==> config.mk <==
export PLATFORM = sky130hd
export DESIGN_NAME = qpsd_cmd_decoder
export DESIGN_NICKNAME = d
export VERILOG_FILES = /design/src/verilog/qpsd_pkg.sv /design/src/verilog/qpsd_reg_if.sv /design/src/verilog/qpsd_sync.sv /design/src/verilog/qpsd_regfile.sv /design/src/verilog/qpsd_cmd_decoder.sv
export VERILOG_INCLUDE_DIRS = /design/src /design/src/verilog
export SDC_FILE = /design/constraint.sdc
export NUM_CORES = 1
export LEC_CHECK = 0
export BUFFER_PORTS_ARGS = -buffer_cell sky130_fd_sc_hd__buf_2
export CORE_ASPECT_RATIO = 0.75
export CORE_MARGIN = 3
export CORE_UTILIZATION = 55
export DETAILED_ROUTE_END_ITERATION = 8
export GPL_TIMING_DRIVEN = 0
export HOLD_SLACK_MARGIN = 0.15
export MAX_ROUTING_LAYER = met4
export PLACE_DENSITY = 0.84
export SYNTH_ARGS = -nofsm -noshare
export SYNTH_HDL_FRONTEND = slang
export SYNTH_SLANG_ARGS = --single-unit
==> constraint.sdc <==
create_clock -name clk_i -period 4.7 [get_ports clk_i]
set_input_delay 1.175 -clock clk_i [delete_from_list [all_inputs] [get_ports clk_i]]
set_output_delay 1.175 -clock clk_i [all_outputs]
set_load 0.05 [all_outputs]
==> src/verilog/qpsd_defs.svh <==
`ifndef QPSD_DEFS_SVH
`define QPSD_DEFS_SVH

// register locations carried in the command byte
`define QPSD_LOC_WIPER0 4'h0
`define QPSD_LOC_WIPER1 4'h1
`define QPSD_LOC_TCON0 4'h4
`define QPSD_LOC_WIPER2 4'h6
`define QPSD_LOC_WIPER3 4'h7
`define QPSD_LOC_TCON1 4'hA

// operation codes
`define QPSD_OP_WRITE 2'h0
`define QPSD_OP_INC 2'h1
`define QPSD_OP_DEC 2'h2
`define QPSD_OP_READ 2'h3

// storage slots of the register file
`define QPSD_SLOT_WIPER0 3'h0
`define QPSD_SLOT_WIPER1 3'h1
`define QPSD_SLOT_WIPER2 3'h2
`define QPSD_SLOT_WIPER3 3'h3
`define QPSD_SLOT_TCON0 3'h4
`define QPSD_SLOT_TCON1 3'h5
`define QPSD_SLOT_COUNT 6

// bit positions inside a frame
`define QPSD_POS_HDR_LAST 4'h5
`define QPSD_POS_FLAG 4'h6
`define QPSD_POS_CMD_LAST 4'h7
`define QPSD_POS_DATA_FIRST 4'h8
`define QPSD_POS_DATA_LAST 4'hF

// values
`define QPSD_WIPER_FULL 9'h100
`define QPSD_WIPER_RST 9'h000
`define QPSD_TERMINAL_CONNECT_REGISTER_RST 9'h000
// pin idle levels in sync order: select high, high-voltage low, clock low, data low
`define QPSD_PIN_IDLE 4'h8
`define QPSD_NV_LOC_MASK 16'h0000

`endif

==> src/verilog/qpsd_pkg.sv <==
`include "qpsd_defs.svh"

package qpsd_pkg;

	typedef enum logic [3:0] {
		ST_IDLE = 4'h1,
		ST_CMD = 4'h2,
		ST_DATA = 4'h4,
		ST_ERR = 4'h8
	} qpsd_state_e;

	typedef enum logic [1:0] {
		OP_WRITE = `QPSD_OP_WRITE,
		OP_INC = `QPSD_OP_INC,
		OP_DEC = `QPSD_OP_DEC,
		OP_READ = `QPSD_OP_READ
	} qpsd_op_e;

	typedef logic [2:0] qpsd_slot_t;
	typedef logic [8:0] qpsd_word_t;

	function automatic logic qpsd_is_wiper(input logic [3:0] loc);
		return (loc == `QPSD_LOC_WIPER0) || (loc == `QPSD_LOC_WIPER1) ||
			(loc == `QPSD_LOC_WIPER2) || (loc == `QPSD_LOC_WIPER3);
	endfunction : qpsd_is_wiper

	function automatic logic qpsd_is_term(input logic [3:0] loc);
		return (loc == `QPSD_LOC_TCON0) || (loc == `QPSD_LOC_TCON1);
	endfunction : qpsd_is_term

	function automatic qpsd_slot_t qpsd_loc_slot(input logic [3:0] loc);
		qpsd_slot_t s;
		s = `QPSD_SLOT_WIPER0;
		unique case (loc)
			`QPSD_LOC_WIPER1: s = `QPSD_SLOT_WIPER1;
			`QPSD_LOC_WIPER2: s = `QPSD_SLOT_WIPER2;
			`QPSD_LOC_WIPER3: s = `QPSD_SLOT_WIPER3;
			`QPSD_LOC_TCON0: s = `QPSD_SLOT_TCON0;
			`QPSD_LOC_TCON1: s = `QPSD_SLOT_TCON1;
			default: s = `QPSD_SLOT_WIPER0;
		endcase
		return s;
	endfunction : qpsd_loc_slot

	// wipers take every operation, terminal-connect only read and write
	function automatic logic qpsd_pair_ok(input logic [3:0] loc, input logic [1:0] op);
		return qpsd_is_wiper(loc) ||
			(qpsd_is_term(loc) && (op == `QPSD_OP_READ || op == `QPSD_OP_WRITE));
	endfunction : qpsd_pair_ok

endpackage : qpsd_pkg

==> src/verilog/qpsd_reg_if.sv <==
`timescale 1ns/10ps
`include "qpsd_defs.svh"

interface qpsd_reg_if;
	import qpsd_pkg::*;
	logic wr;
	logic inc;
	logic dec;
	qpsd_slot_t slot;
	qpsd_word_t wdata;
	logic [`QPSD_SLOT_COUNT-1:0][8:0] vals;

	modport ctrl (output wr, output inc, output dec, output slot, output wdata, input vals);
	modport regs (input wr, input inc, input dec, input slot, input wdata, output vals);
endinterface : qpsd_reg_if

==> src/verilog/qpsd_sync.sv <==
`timescale 1ns/10ps
`include "qpsd_defs.svh"

module qpsd_sync
	import qpsd_pkg::*;
(
	input wire logic clk_i,
	input wire logic rst_b_i,
	input wire logic [3:0] d_i,
	output logic [3:0] q_o
);

	logic [3:0] meta_ff;
	logic [3:0] sync_ff;
	// reset to idle levels, else a false select edge would follow reset
	localparam logic [3:0] PIN_IDLE = `QPSD_PIN_IDLE;

	genvar g;
	generate
		for (g = 0; g < 4; g++) begin : g_bit
			always_ff @(posedge clk_i or negedge rst_b_i) begin
				if (!rst_b_i) begin
					meta_ff[g] <= PIN_IDLE[g];
					sync_ff[g] <= PIN_IDLE[g];
				end else begin
					meta_ff[g] <= d_i[g];
					sync_ff[g] <= meta_ff[g];
				end
			end
		end
	endgenerate

	assign q_o = sync_ff;

endmodule : qpsd_sync

==> src/verilog/qpsd_regfile.sv <==
`timescale 1ns/10ps
`include "qpsd_defs.svh"

module qpsd_regfile
	import qpsd_pkg::*;
(
	input wire logic clk_i,
	input wire logic rst_b_i,
	qpsd_reg_if.regs rif
);

	logic [8:0] val_ff [`QPSD_SLOT_COUNT];

	genvar g;
	generate
		for (g = 0; g < `QPSD_SLOT_COUNT; g++) begin : g_slot
			localparam logic [8:0] RST_VAL = (g >= 4) ? `QPSD_TERMINAL_CONNECT_REGISTER_RST : `QPSD_WIPER_RST;
			logic hit;
			assign hit = (rif.slot == 3'(g));
			always_ff @(posedge clk_i or negedge rst_b_i) begin
				if (!rst_b_i) begin
					val_ff[g] <= RST_VAL;
				end else if (hit && rif.wr) begin
					// all nine bits kept, so values past full scale are accepted
					val_ff[g] <= rif.wdata;
				end else if (hit && rif.inc && val_ff[g] < `QPSD_WIPER_FULL) begin
					val_ff[g] <= val_ff[g] + 9'h001;
				end else if (hit && rif.dec && val_ff[g] != 9'h000) begin
					val_ff[g] <= val_ff[g] - 9'h001;
				end
			end
			assign rif.vals[g] = val_ff[g];
		end
	endgenerate

endmodule : qpsd_regfile

==> src/verilog/qpsd_cmd_decoder.sv <==
`timescale 1ns/10ps
`include "qpsd_defs.svh"

module qpsd_cmd_decoder
	import qpsd_pkg::*;
(
	input wire logic clk_i,
	input wire logic rst_b_i,
	input wire logic cs_b_i,
	input wire logic cs_hv_i,
	input wire logic sck_i,
	input wire logic sdi_i,
	output logic sdo_o,
	output logic sdo_oe_b_o,
	output logic hv_cmd_o,
	output logic cmd_fault_flag_o,
	output logic [8:0] wiper0_o,
	output logic [8:0] wiper1_o,
	output logic [8:0] wiper2_o,
	output logic [8:0] wiper3_o,
	output logic [8:0] tcon0_o,
	output logic [8:0] tcon1_o
);

	////////////////////////////////////////////////////////////////////////////////
	// pin sampling

	logic [3:0] sync_q;
	logic cs_b_s;
	logic cs_hv_s;
	logic sck_s;
	logic sdi_s;
	logic cs_act;
	logic cs_act_d_ff;
	logic sck_d_ff;
	logic cs_on;
	logic cs_off;
	logic sck_rise;
	logic sck_fall;

	qpsd_sync u_sync (
		.clk_i(clk_i),
		.rst_b_i(rst_b_i),
		.d_i({cs_b_i, cs_hv_i, sck_i, sdi_i}),
		.q_o(sync_q)
	);

	assign {cs_b_s, cs_hv_s, sck_s, sdi_s} = sync_q;
	// both select levels frame a command
	assign cs_act = ~cs_b_s | cs_hv_s;

	always_ff @(posedge clk_i or negedge rst_b_i) begin
		if (!rst_b_i) begin
			cs_act_d_ff <= 1'b0;
			sck_d_ff <= 1'b0;
		end else begin
			cs_act_d_ff <= cs_act;
			sck_d_ff <= sck_s;
		end
	end

	assign cs_on = cs_act & ~cs_act_d_ff;
	assign cs_off = ~cs_act & cs_act_d_ff;
	// all pins share the sync latency, so data stays aligned with its clock edge
	assign sck_rise = sck_s & ~sck_d_ff;
	assign sck_fall = ~sck_s & sck_d_ff;

	////////////////////////////////////////////////////////////////////////////////
	// frame state

	qpsd_state_e state_ff;
	logic [3:0] cnt_ff;
	logic [7:0] sh_ff;
	logic [7:0] sh_in;
	logic [3:0] hdr_loc;
	logic [1:0] hdr_op;
	logic hdr_ok;
	logic [3:0] loc_ff;
	qpsd_op_e op_ff;
	logic data_bit_eight_ff;
	logic flag_ff;
	logic nv_pend_ff;
	logic [8:0] rd_ff;
	logic hv_ff;
	logic take;
	logic short_op;
	localparam logic [15:0] NV_LOC_MASK = `QPSD_NV_LOC_MASK;

	assign sh_in = {sh_ff[6:0], sdi_s};
	assign hdr_loc = sh_in[5:2];
	assign hdr_op = sh_in[1:0];
	// a pending nonvolatile write turns any following header into a fault
	assign hdr_ok = qpsd_pair_ok(hdr_loc, hdr_op) & ~nv_pend_ff;
	assign take = sck_rise & cs_act & ~cs_on;
	assign short_op = (op_ff == OP_INC) || (op_ff == OP_DEC);

	always_ff @(posedge clk_i or negedge rst_b_i) begin
		if (!rst_b_i) begin
			state_ff <= ST_IDLE;
			cnt_ff <= 4'h0;
		end else if (cs_on) begin
			state_ff <= ST_CMD;
			cnt_ff <= 4'h0;
		end else if (!cs_act) begin
			// release drops any partial command
			state_ff <= ST_IDLE;
			cnt_ff <= 4'h0;
		end else if (take) begin
			unique case (state_ff)
				ST_IDLE: begin
					state_ff <= ST_IDLE;
				end
				ST_CMD: begin
					if (cnt_ff == `QPSD_POS_HDR_LAST && !hdr_ok) begin
						state_ff <= ST_ERR;
						cnt_ff <= cnt_ff + 4'h1;
					end else if (cnt_ff == `QPSD_POS_CMD_LAST && short_op) begin
						cnt_ff <= 4'h0;
					end else if (cnt_ff == `QPSD_POS_CMD_LAST) begin
						state_ff <= ST_DATA;
						cnt_ff <= `QPSD_POS_DATA_FIRST;
					end else begin
						cnt_ff <= cnt_ff + 4'h1;
					end
				end
				ST_DATA: begin
					if (cnt_ff == `QPSD_POS_DATA_LAST) begin
						state_ff <= ST_CMD;
						cnt_ff <= 4'h0;
					end else begin
						cnt_ff <= cnt_ff + 4'h1;
					end
				end
				ST_ERR: begin
					state_ff <= ST_ERR;
				end
			endcase
		end
	end

	always_ff @(posedge clk_i or negedge rst_b_i) begin
		if (!rst_b_i) begin
			sh_ff <= 8'h00;
		end else if (cs_on) begin
			sh_ff <= 8'h00;
		end else if (take && (state_ff == ST_CMD || state_ff == ST_DATA)) begin
			sh_ff <= sh_in;
		end
	end

	////////////////////////////////////////////////////////////////////////////////
	// header decode and read capture

	qpsd_reg_if reg_if ();

	always_ff @(posedge clk_i or negedge rst_b_i) begin
		if (!rst_b_i) begin
			loc_ff <= 4'h0;
			op_ff <= OP_READ;
			flag_ff <= 1'b1;
			rd_ff <= 9'h000;
			data_bit_eight_ff <= 1'b0;
		end else if (cs_on) begin
			flag_ff <= 1'b1;
		end else if (take && state_ff == ST_CMD && cnt_ff == `QPSD_POS_HDR_LAST) begin
			loc_ff <= hdr_loc;
			op_ff <= qpsd_op_e'(hdr_op);
			flag_ff <= hdr_ok;
			rd_ff <= reg_if.vals[qpsd_loc_slot(hdr_loc)];
		end else if (take && state_ff == ST_CMD && cnt_ff == `QPSD_POS_CMD_LAST) begin
			data_bit_eight_ff <= sdi_s;
		end
	end

	always_ff @(posedge clk_i or negedge rst_b_i) begin
		if (!rst_b_i) begin
			nv_pend_ff <= 1'b0;
			hv_ff <= 1'b0;
		end else if (cs_on) begin
			nv_pend_ff <= 1'b0;
			hv_ff <= cs_hv_s;
		end else if (!cs_act) begin
			nv_pend_ff <= 1'b0;
		end else if (reg_if.wr && NV_LOC_MASK[loc_ff]) begin
			nv_pend_ff <= 1'b1;
		end
	end

	////////////////////////////////////////////////////////////////////////////////
	// execution strobes

	// nothing runs before the last bit of its own byte has been counted
	assign reg_if.inc = take && state_ff == ST_CMD && cnt_ff == `QPSD_POS_CMD_LAST &&
		op_ff == OP_INC;
	assign reg_if.dec = take && state_ff == ST_CMD && cnt_ff == `QPSD_POS_CMD_LAST &&
		op_ff == OP_DEC;
	assign reg_if.wr = take && state_ff == ST_DATA && cnt_ff == `QPSD_POS_DATA_LAST &&
		op_ff == OP_WRITE;
	// data bit nine is taken from the last bit of the command byte
	assign reg_if.wdata = {data_bit_eight_ff, sh_in[7:0]};
	assign reg_if.slot = qpsd_loc_slot(loc_ff);

	qpsd_regfile u_regs (
		.clk_i(clk_i),
		.rst_b_i(rst_b_i),
		.rif(reg_if)
	);

	////////////////////////////////////////////////////////////////////////////////
	// serial output

	logic nxt_sdo;
	logic [3:0] rd_idx;
	logic sdo_ff;
	logic oe_b_ff;

	assign rd_idx = `QPSD_POS_DATA_LAST - cnt_ff;

	always_comb begin
		nxt_sdo = 1'b1;
		unique case (state_ff)
			ST_IDLE: nxt_sdo = 1'b1;
			ST_ERR: nxt_sdo = 1'b0;
			ST_CMD, ST_DATA: begin
				if (cnt_ff < `QPSD_POS_FLAG) begin
					nxt_sdo = 1'b1;
				end else if (cnt_ff == `QPSD_POS_FLAG) begin
					nxt_sdo = flag_ff;
				end else if (op_ff == OP_READ) begin
					nxt_sdo = rd_ff[rd_idx];
				end else begin
					nxt_sdo = 1'b1;
				end
			end
		endcase
	end

	always_ff @(posedge clk_i or negedge rst_b_i) begin
		if (!rst_b_i) begin
			sdo_ff <= 1'b1;
			oe_b_ff <= 1'b1;
		end else if (cs_on) begin
			sdo_ff <= 1'b1;
			oe_b_ff <= 1'b0;
		end else if (!cs_act) begin
			sdo_ff <= 1'b1;
			oe_b_ff <= 1'b1;
		end else if (sck_fall) begin
			sdo_ff <= nxt_sdo;
		end
	end

	assign sdo_o = sdo_ff;
	assign sdo_oe_b_o = oe_b_ff;
	assign hv_cmd_o = hv_ff;
	assign cmd_fault_flag_o = flag_ff;
	assign wiper0_o = reg_if.vals[`QPSD_SLOT_WIPER0];
	assign wiper1_o = reg_if.vals[`QPSD_SLOT_WIPER1];
	assign wiper2_o = reg_if.vals[`QPSD_SLOT_WIPER2];
	assign wiper3_o = reg_if.vals[`QPSD_SLOT_WIPER3];
	assign tcon0_o = reg_if.vals[`QPSD_SLOT_TCON0];
	assign tcon1_o = reg_if.vals[`QPSD_SLOT_TCON1];
endmodule : qpsd_cmd_decoder

# == Yosys cells after proc, flatten, opt, wreduce, memory -nomap -nowiden ==
# Memory sizes are Yosys's and may differ from the RTL's.
# Index checks and enable logic that the tools add are counted.
# totals
memories,1
in_bits,6
elab_cells,236
ff_bits,100
romBits,16
# op_classes
bitwise_logic,14
n_lt_le_gt_ge,10
add_sub_neg,14
reduce_logical,75
n_eq_ne,35
mux,59
# memory_table
memory,depth,word_bits,rd,rd_clocked_by_memory_dff,wr,line,rtl
(no name shown),16,1,1,0,0,qpsd_cmd_decoder.sv:184,end else if (reg_if.wr && NV_LOC_MASK[loc_ff]) begin
# ops
operator,count
$mux 9,19
$mux 4,14
$add 9x1->9 const B,6
$lt 9x9->1 const B,6
$reduce_bool 9->1,6
$sub 9x1->9 const B,6
$logic_and 1x1->1,43
$eq 4x3->1 const B,10
$pmux 3 s5,2
$bmux 9 s3,1
$reduce_bool 3->1,6
$eq 4x4->1 const B,4
$pmux 4 s4,1
$mux 1,15
$mux 7,2
$eq 4x1->1 const B,3
$lt 4x5->1 const B,2
$ne 3x1->1 const B,3
$logic_or 1x1->1,8
$pmux 4 s2,1
$not 1->1,7
$and 1x1->1,6
$eq 2x2->1 const B,3
$eq 3x2->1 const B,2
26 further kinds,31

# == Longest topological paths before layout ==
# Gate-level depths: netlist of the first run.
# logic_depth
word_depth,13
depth_mapped,13

# == Cells and area by module ==
# Synthesis of the first run repeated with hierarchy kept, for this count alone.
# hier_totals
cells_unflattened,800
hier_area_um2,7417.1
# modules_own_cells
module,instances,seq_area_each_um2,area_per_inst_um2,cells_per_inst
qpsd_regfile,1,1351.3,4544.4,523
qpsd_cmd_decoder,1,958.4,2670.1,269
qpsd_sync,1,202.7,202.7,8

# == Worst setup path after synthesis of the first run ==
# No wires, ideal clock.
# synth_path
path_type,flip-flop to flip-flop
startpoint,register state_ff[2]
endpoint,"register u_regs.val_ff, in the netlist u_regs.rif.vals[44]"
setup_slack_ps,875
path_stages_with_launch,14
setup_time_ps,118
t_arrival_ps,3707
required_ps,4582
path_cell_list,dfrtp_1 > buf_2 > nor4b_4 > and4_1 > buf_2 > nand3_1 > or3_1 > fa_1 > a21oi_1 > o211ai_1 > o41ai_1 > mux2_2 > a22o_1 > a21o_1
# synth_via
elab_chain_cells,8
# synth_lines
element,line,rtl
from (decl),qpsd_cmd_decoder.sv:71,qpsd_state_e state_ff;
from (signal assigned),qpsd_cmd_decoder.sv:99,state_ff <= ST_IDLE;
from (signal assigned),qpsd_cmd_decoder.sv:102,state_ff <= ST_CMD;
from (signal assigned),qpsd_cmd_decoder.sv:106,state_ff <= ST_IDLE;
$eq 4x2->1,"qpsd_cmd_decoder.sv:193, qpsd_cmd_decoder.sv:195",
$logic_and 1x1->1,"qpsd_cmd_decoder.sv:193, qpsd_cmd_decoder.sv:195",
$logic_and 1x1->1 (no source line),-,
$logic_and 1x1->1,qpsd_cmd_decoder.sv:193,assign reg_if.inc = take && state_ff == ST_CMD && cnt_ff == `QPSD_POS_CMD_LAST &&
$logic_and 1x1->1,qpsd_regfile.sv:26,end else if (hit && rif.inc && val_ff[g] < `QPSD_WIPER_FULL) begin
$logic_and 1x1->1 (no source line),-,
$mux 9,qpsd_regfile.sv:26,
$mux 9,qpsd_regfile.sv:23,end else if (hit && rif.wr) begin
"to (signal, indexed assignment)",qpsd_regfile.sv:25,val_ff[g] <= rif.wdata;
"to (signal, indexed assignment)",qpsd_regfile.sv:27,val_ff[g] <= val_ff[g] + 9'h001;
"to (signal, indexed assignment)",qpsd_regfile.sv:29,val_ff[g] <= val_ff[g] - 9'h001;
to (decl),qpsd_regfile.sv:12,logic [8:0] val_ff [`QPSD_SLOT_COUNT];
# Parallel ways exist; a longest one is shown, timed or not.
# A chain may end at the register's enable or synchronous reset.

# == Final worst setup path of the first run ==
# layout_path
startpoint,register cnt_ff[1]
endpoint,"register u_regs.val_ff, in the netlist u_regs.rif.vals[44]"
# layout_via
elab_chain_cells,7
# layout_lines
element,line,rtl
from (decl),qpsd_cmd_decoder.sv:72,logic [3:0] cnt_ff;
from (signal assigned),qpsd_cmd_decoder.sv:116,cnt_ff <= cnt_ff + 4'h1;
from (signal assigned),qpsd_cmd_decoder.sv:121,cnt_ff <= `QPSD_POS_DATA_FIRST;
from (signal assigned),qpsd_cmd_decoder.sv:123,cnt_ff <= cnt_ff + 4'h1;
$eq 4x3->1 (no source line),-,
$logic_and 1x1->1 (no source line),-,
$logic_and 1x1->1,qpsd_cmd_decoder.sv:193,
$logic_and 1x1->1,qpsd_regfile.sv:26,
$logic_and 1x1->1 (no source line),-,
$mux 9,qpsd_regfile.sv:26,
$mux 9,qpsd_regfile.sv:23,
# Parallel ways exist; a longest one is shown, timed or not.

==> results of run 1 <==
metal layers:
| metal | vias to the layer above | share of wire |
|---|---|---|
| li1 | 3193 | - |
| met1 | 3424 | 0.42 |
| met2 | 532 | 0.44 |
| met3 | 57 | 0.12 |
| met4 | 0 | 0.022 |
| met5 | - | 0 |
cell usage in the layout, fill, tap and decap left out, types with 11 or more instances in the layout:
master and count:
xnor2_1 22, nor3_1 29, ha_1 48, buf_2 65, dfrtp_1 92, inv_1 27, a22oi_1 20, nor2_1 53
mux2_2 35, nand3_1 58, nand2_1 99, o21ai_0 39, mux4_2 11, a21oi_1 43, xor2_1 19, clkbuf_1 20
o211ai_1 20
worst min path at each step:
| stage | slack [ns] | depth (start not counted) | to | startpoint |
|---|---|---|---|---|
| floorplan | 0.33 | 0 | u_sync.q_o[0] | u_sync.meta_ff[0] |
| global placement | 0.33 | 0 | u_sync.q_o[0] | u_sync.meta_ff[0] |
| detailed placement | 0.33 | 0 | u_sync.q_o[0] | u_sync.meta_ff[0] |
| CTS | 0.35 | 0 | u_sync.q_o[0] | u_sync.meta_ff[0] |
| global route | 0.36 | 0 | u_sync.q_o[1] | u_sync.meta_ff[1] |
| finish | 0.35 | 0 | u_sync.q_o[0] | u_sync.meta_ff[0] |
stage by stage:
| step | utilization | power [mW] | setup slack (ns) | hold WS [ns] |
|---|---|---|---|---|
| 2_1_floorplan | - | 0.952 | 0.875 | 0.331 |
| 3_3_place_gp | 0.622 | 0.990 | -0.285 | 0.333 |
| 3_5_place_dp | 0.624 | 0.995 | -0.343 | 0.335 |
| 4_1_cts | 0.651 | 1.80 | 0.00861 | 0.352 |
| 5_1_grt | 0.657 | 1.85 | -0.0490 | 0.360 |
| 6_report | 0.657 | 1.80 | 0.0808 | 0.352 |
kinds of logic (layout without fill, tap and decap cells):
kind of cell | count (synthesis) | after routing
other cells | 0 | 1
xor+xnor | 41 | 41
mux | 50 | 50
simple gates | 316 | 316
flops | 100 | 100
fa+ha+maj | 54 | 54
buf+inv | 55 | 139
compound gates | 196 | 196
registers in the layout, summed over array words and instances (netlist names), 2 cells and up:
name / count
u_sync.meta_ff: 4
rd_ff: 9
loc_ff: 4
cnt_ff: 4
state_ff: 4
op_ff: 2
u_regs.rif.vals: 54
u_sync.q_o: 4
sh_ff: 7
report_power, final:
part	internal, mW	total (mW)	switching, mW
clock	0.433	0.812	0.380
combinational	0.0305	0.105	0.0744
sequential	0.875	0.882	0.00742
total	1.34	1.80	0.461
cell type report:
| cell class | instances | area, um2 |
|---|---|---|
| Tap cell | 166 | 208 |
| Clock inverter | 7 | 106 |
| Inverter | 28 | 105 |
| Antenna cell | 1 | 2.50 |
| Timing Repair Buffer | 68 | 375 |
| Sequential cell | 100 | 2510 |
| Multi-Input combinational cell | 657 | 4700 |
| Fill cell | 1040 | 4360 |
| Clock buffer | 9 | 225 |
| Buffer | 27 | 108 |
worst reg2reg max path, cell delays in order (launching register included):
cell and delay (ns):
dfrtp_1 0.54, ha_1 0.22, clkbuf_1 0.33, and2_1 0.28, clkbuf_2 0.29, nand3_1 0.35, or3_4 0.56, fa_1 0.44
a21oi_1 0.22, o211ai_1 0.18, o41ai_2 0.41, mux2_2 0.39, a22o_1 0.18, a21o_1 0.15
what timing repair did:
item | in CTS | in global routing
buffers inserted | 0 | 4
resized for setup | 3 | 6
setup endpoints to repair | 5 | 5
pin swaps | 0 | 1
hold buffers | 0 | 0
==> out/qor.yml, run 1 <==
ant_nets: 0
setup_violations: 0
cp-end-kind: "flip-flop"
hp-class: "flip-flop to flip-flop"
die_w_um: 140
rr_endpoint: "u_regs.rif.vals[44]"
synth_cell_types: 70
insertion_delay_ns: 0.36
detail_route.iter0.violations: 1030
clkTransAtPathRegs_ns: 0.07
wl_per_cell_um: 21.5
slowest_delay_ns: 0.55
core.rowCount: 35
setup_tns_ns: 0
root_buffer: "clkbuf_16"
synth_top_family_by_area: "simple AND/OR/NAND/NOR gates"
antenna_found_initial: 2
startpoint: "cnt_ff[1]"
synth_nets: 872
worstPathRequired_ns: 4.95
path_max_fanout: 10
r2r_start: "cnt_ff[1]"
final_cell_area_um2: 8340
crit_buf_inv: 2
path_depth: 13
power.leakage_nw: 3.88
slowest_stage: "or3_4"
post-route-drc-count: 0
grt_usage: 0.317
io-pin-count: 64
vias_per_cell: 6.78
grt_max_degree: 71
endpoint: "u_regs.rif.vals[44]"
irDropWorstVdd_uv: 185
reg2regPathDepth: 13
critical-path-top-delay-family: "simple AND/OR/NAND/NOR gates"
numCtsBuffers: 9
use_met2: 0.454
cts_num_sinks: 100
core-area_um2: 12700
arrival_ns: 4.87
synthAdderAreaFrac: 0.0978
status: "finished, final reports clean"
firstDrtPassIters: 5
dp.cells: 1042
ff2ff_setup_slack_ns: 0.08
gr-max-usage-layer: "met1"
synthFlopType: "dfrtp_1"
start_util: 0.580
clockBufferDepth: 2
muxShareOfSynthArea: 0.0925
drv_slew: 0
die_area_um2: 14800
p_per_area_nw_per_um2: 216
synth_top_cells_by_count: "nand2_1 (99), dfrtp_1 (92), nand3_1 (59)"
synth_top_cell_area_share: 0.312
crit_path_cell_trace: "ha_1 > clkbuf_1 > and2_1 > clkbuf_2 > nand3_1 > or3_4 > fa_1 > a21oi_1 > o211ai_1 > o41ai_2 > mux2_2 > a22o_1 > a21o_1"
syn_to_final_growth_pct: 13.2
yosys.area_share.xor_xnor: 0.0487
ys_warn_count: 0
synth-edff-count: 0
synth_seq_cells: 100
io_buffers: 63
grt_first_pass_wirelength_um: 36600
syn_area_um2: 7370
synth_area_leaders: "dfrtp_1 (31%), ha_1 (8.1%), mux2_2 (5.3%), nand2_1 (5.0%), nand3_1 (4.0%)"
skew_ns: 0.00945
num_vias: 7206
tightest_slew_ns: 1.27
slew_headroom: 0.144
grt.overflow.total: 0
period_minus_slack_ns: 4.62
drive_above_1_share: 0.181
async_flop_share: 1.00
h-tree-depth: 3
met1_usage: 0.458
final_cells: 1063
final_hold_viol_count: 0
fp.dieH_um: 106
wirelength_um: 22900
cap_violations: 0
use_met3: 0.0634
gp_congestion: 1.06
layout.nets: 951
start_kind: "flip-flop"
finalCritPeriodShare: 0.983
cts_tree: "yes"
synthCells: 812
fmax_mhz: 216
placed_area_um2: 7920
yosysTopAreaCell: "dfrtp_1"
first_global_vias: 6708
critPathKind: "flip-flop to flip-flop"
synth_seq_area_share: 0.341
synth.most_common_cell: "nand2_1"
dp_hpwl_um: 16100
synth_area_per_cell_um2: 9.08
synth_compound_area_frac: 0.179
yosys.area_share.simple: 0.212
Note: power is estimated with default switching activity, not from simulation.
==> inputs of run 2 (changes only) <==
Clock period 4.7 ns to 4.4 ns, I/O delays scaled along.
==> run 2 against run 1 <==
Against the previous run:
- critical path depth is the same
- sequential share of layout area grew 0.11 points
- count of clock-buffer cells in the layout is the same
- combinational power is essentially flat
- cell count shrank 0.47%
- clock power grew 7.0%
- maximum frequency grew 7.4%
- total power grew 6.6%
- critical path type unchanged
- critical endpoint unchanged
- highest routed layer unchanged
==> out/qor.yml, run 2 (synthesized netlist as in run 1, its figures left out) <==
path_max_fanout: 10  # unchanged
rsz0062_at_grt: "true"
reg2regPathDepth: 13  # unchanged
firstDrtPassIters: 8  # +3
syn_to_final_growth_pct: 12.8
die_w_um: 140  # unchanged
largest_reg_flops: 54  # unchanged
core.rowCount: 35  # unchanged
dp_hpwl_um: 16100  # unchanged
setup_violations: 0  # unchanged
final_hold_viol_count: 0  # unchanged
irDropWorstVdd_uv: 199  # +8.0%
grt_first_pass_wirelength_um: 36800  # +0.53%
gp_congestion: 1.06  # unchanged
io_buffers: 63  # unchanged
die_area_um2: 14800  # unchanged
worstPathRequired_ns: 4.65  # -0.30 ns
power_mw: 1.92  # +6.6%
wl_per_cell_um: 21.6  # +0.18%
layout.nets: 947  # -0.42%
io-pin-count: 64  # unchanged
num_antenna_cells: 0  # -1
tightest_slew_ns: 1.37  # +0.0958 ns
h-tree-depth: 3  # unchanged
slew_headroom: 0.0791  # -0.0645
critical-path-top-delay-family: "simple AND/OR/NAND/NOR gates"
hold_path_depth: 0  # unchanged
arrival_ns: 4.55  # -0.32 ns
r2r_start: "state_ff[2]"
wirelength_um: 22800  # -0.29%
num_vias: 7140  # -0.92%
post-route-util: 0.655  # -0.00236
setup_tns_ns: 0  # unchanged
path_depth: 13  # unchanged
numCtsBuffers: 9  # unchanged
p_clk_frac: 0.453  # +0.002
crit_path_cell_trace: "buf_2 > nor4b_4 > and4_1 > buf_2 > nand3_2 > or3_4 > fa_1 > a21oi_1 > o211ai_1 > o41ai_2 > mux2_2 > a22o_1 > a21o_1"
pre_cts_ws_ns: -0.643  # -0.300 ns
final_cells: 1058  # -0.47%
status: "finished, final reports clean"
slowest_delay_ns: 0.51  # -0.04 ns
grt.overflow.total: 0  # unchanged
pwr-share-comb: 0.056  # -0.002
layout_setup_ws_ns: 0.101  # +0.0201 ns
antenna_found_initial: 1  # -1
hold_ws_ns: 0.351  # -0.000150 ns
cp-end-kind: "flip-flop"
start_kind: "flip-flop"
start_util: 0.580  # unchanged
final_cell_area_um2: 8310  # -0.36%
drive_above_1_share: 0.182  # +0.000811
switching_share: 0.257  # +0.000612
clkTransAtPathRegs_ns: 0.07  # about the same
finalCritPeriodShare: 0.977  # -0.00574
placed_area_um2: 7920  # unchanged
fmax_mhz: 233  # +7.4%
grt_usage: 0.319  # +0.00209
startpoint: "state_ff[2]"
critPathKind: "flip-flop to flip-flop"
p_seq_frac: 0.491  # about the same
post-route-drc-count: 0  # unchanged
drv_slew: 0  # unchanged
dp.cells: 1042  # unchanged
clockBufferDepth: 2  # unchanged
cts_num_sinks: 100  # unchanged
cts_tree: "yes"
slowest_stage: "or3_4"
period_minus_slack_ns: 4.30  # -0.320 ns
hp-class: "flip-flop to flip-flop"
hp-start: "u_sync.meta_ff[0]"
skew_ns: 0.0101  # +0.000605 ns
first_global_vias: 6748  # +0.60%
root_buffer: "clkbuf_16"
vias_per_cell: 6.75  # -0.45%
netSwitchingPower_mw: 0.493  # +6.8%
cp_common_cell: "buf_2"
internal-power_mw: 1.42  # +6.5%
layout_commonest_cell: "nand2_1"
fp.dieH_um: 106  # unchanged
core-area_um2: 12700  # unchanged
cap_violations: 0  # unchanged
power.leakage_nw: 3.85  # -0.60%
layout_common_cells: "nand2_1 (99), dfrtp_1 (92), buf_2 (65), nand3_1 (57), nor2_1 (53)"
detail_route.iter0.violations: 950  # -7.8%
ff2ff_setup_slack_ns: 0.10  # +0.02 ns
grt_max_degree: 71  # unchanged
insertion_delay_ns: 0.36  # about the same
ant_nets: 0  # unchanged
crit_buf_inv: 2  # unchanged
p_per_area_nw_per_um2: 231  # +7.0%
==> run 2: cell types whose count changed in the layout (fill, tap and decap cells not counted), sizes merged <==
cell	previous run	this run
buf	73	70
diode	1	0
clkbuf	31	30
==> run 2: cell type report <==
class | instances | area (um2)
Tap cell | 166 | 208
Clock inverter | 7 | 106
Inverter | 28 | 105
Timing Repair Buffer | 65 | 353
Fill cell | 1048 | 4390
Sequential cell | 100 | 2510
Buffer | 26 | 104
Clock buffer | 9 | 225
Multi-Input combinational cell | 657 | 4700
==> run 2: path summary, 6_finish.rpt <==
kind	endpoint
hold / removal	u_sync.q_o[0]
hold reg to reg	u_sync.q_o[0]
setup reg to reg	u_regs.rif.vals[44]
min in group asynchronous	sh_ff[5]
setup / recovery	u_regs.rif.vals[44]
max in group asynchronous	op_ff[0]
==> run 2: repair_timing <==
item	in CTS	in global routing
gates resized for setup	7	4
hold endpoints to repair	0	0
gates cloned	0	0
setup buffers	1	0
hold buffers	0	0
endpoints found under the setup margin	11	9
pin swaps	1	0
==> run 2: layer usage <==
layer | global-route usage | part of all wire | vias to the layer above
met4 | 0.0906 | 0.022 | 0
met3 | 0.0571 | 0.12 | 55
met1 | 0.464 | 0.42 | 3401
li1 | - | - | 3184
met5 | - | 0 | -
met2 | 0.460 | 0.43 | 500
==> run 2: power by group through the flow <==
stage                     registers [mW]  logic, mW  clock network, mW
after CTS                          0.942      0.106              0.874
after global routing               0.944      0.118              0.911
after global placement             0.960     0.0982                  0
after floorplan                    0.970     0.0466                  0
final                              0.942      0.107              0.869
after detailed placement           0.960      0.103                  0
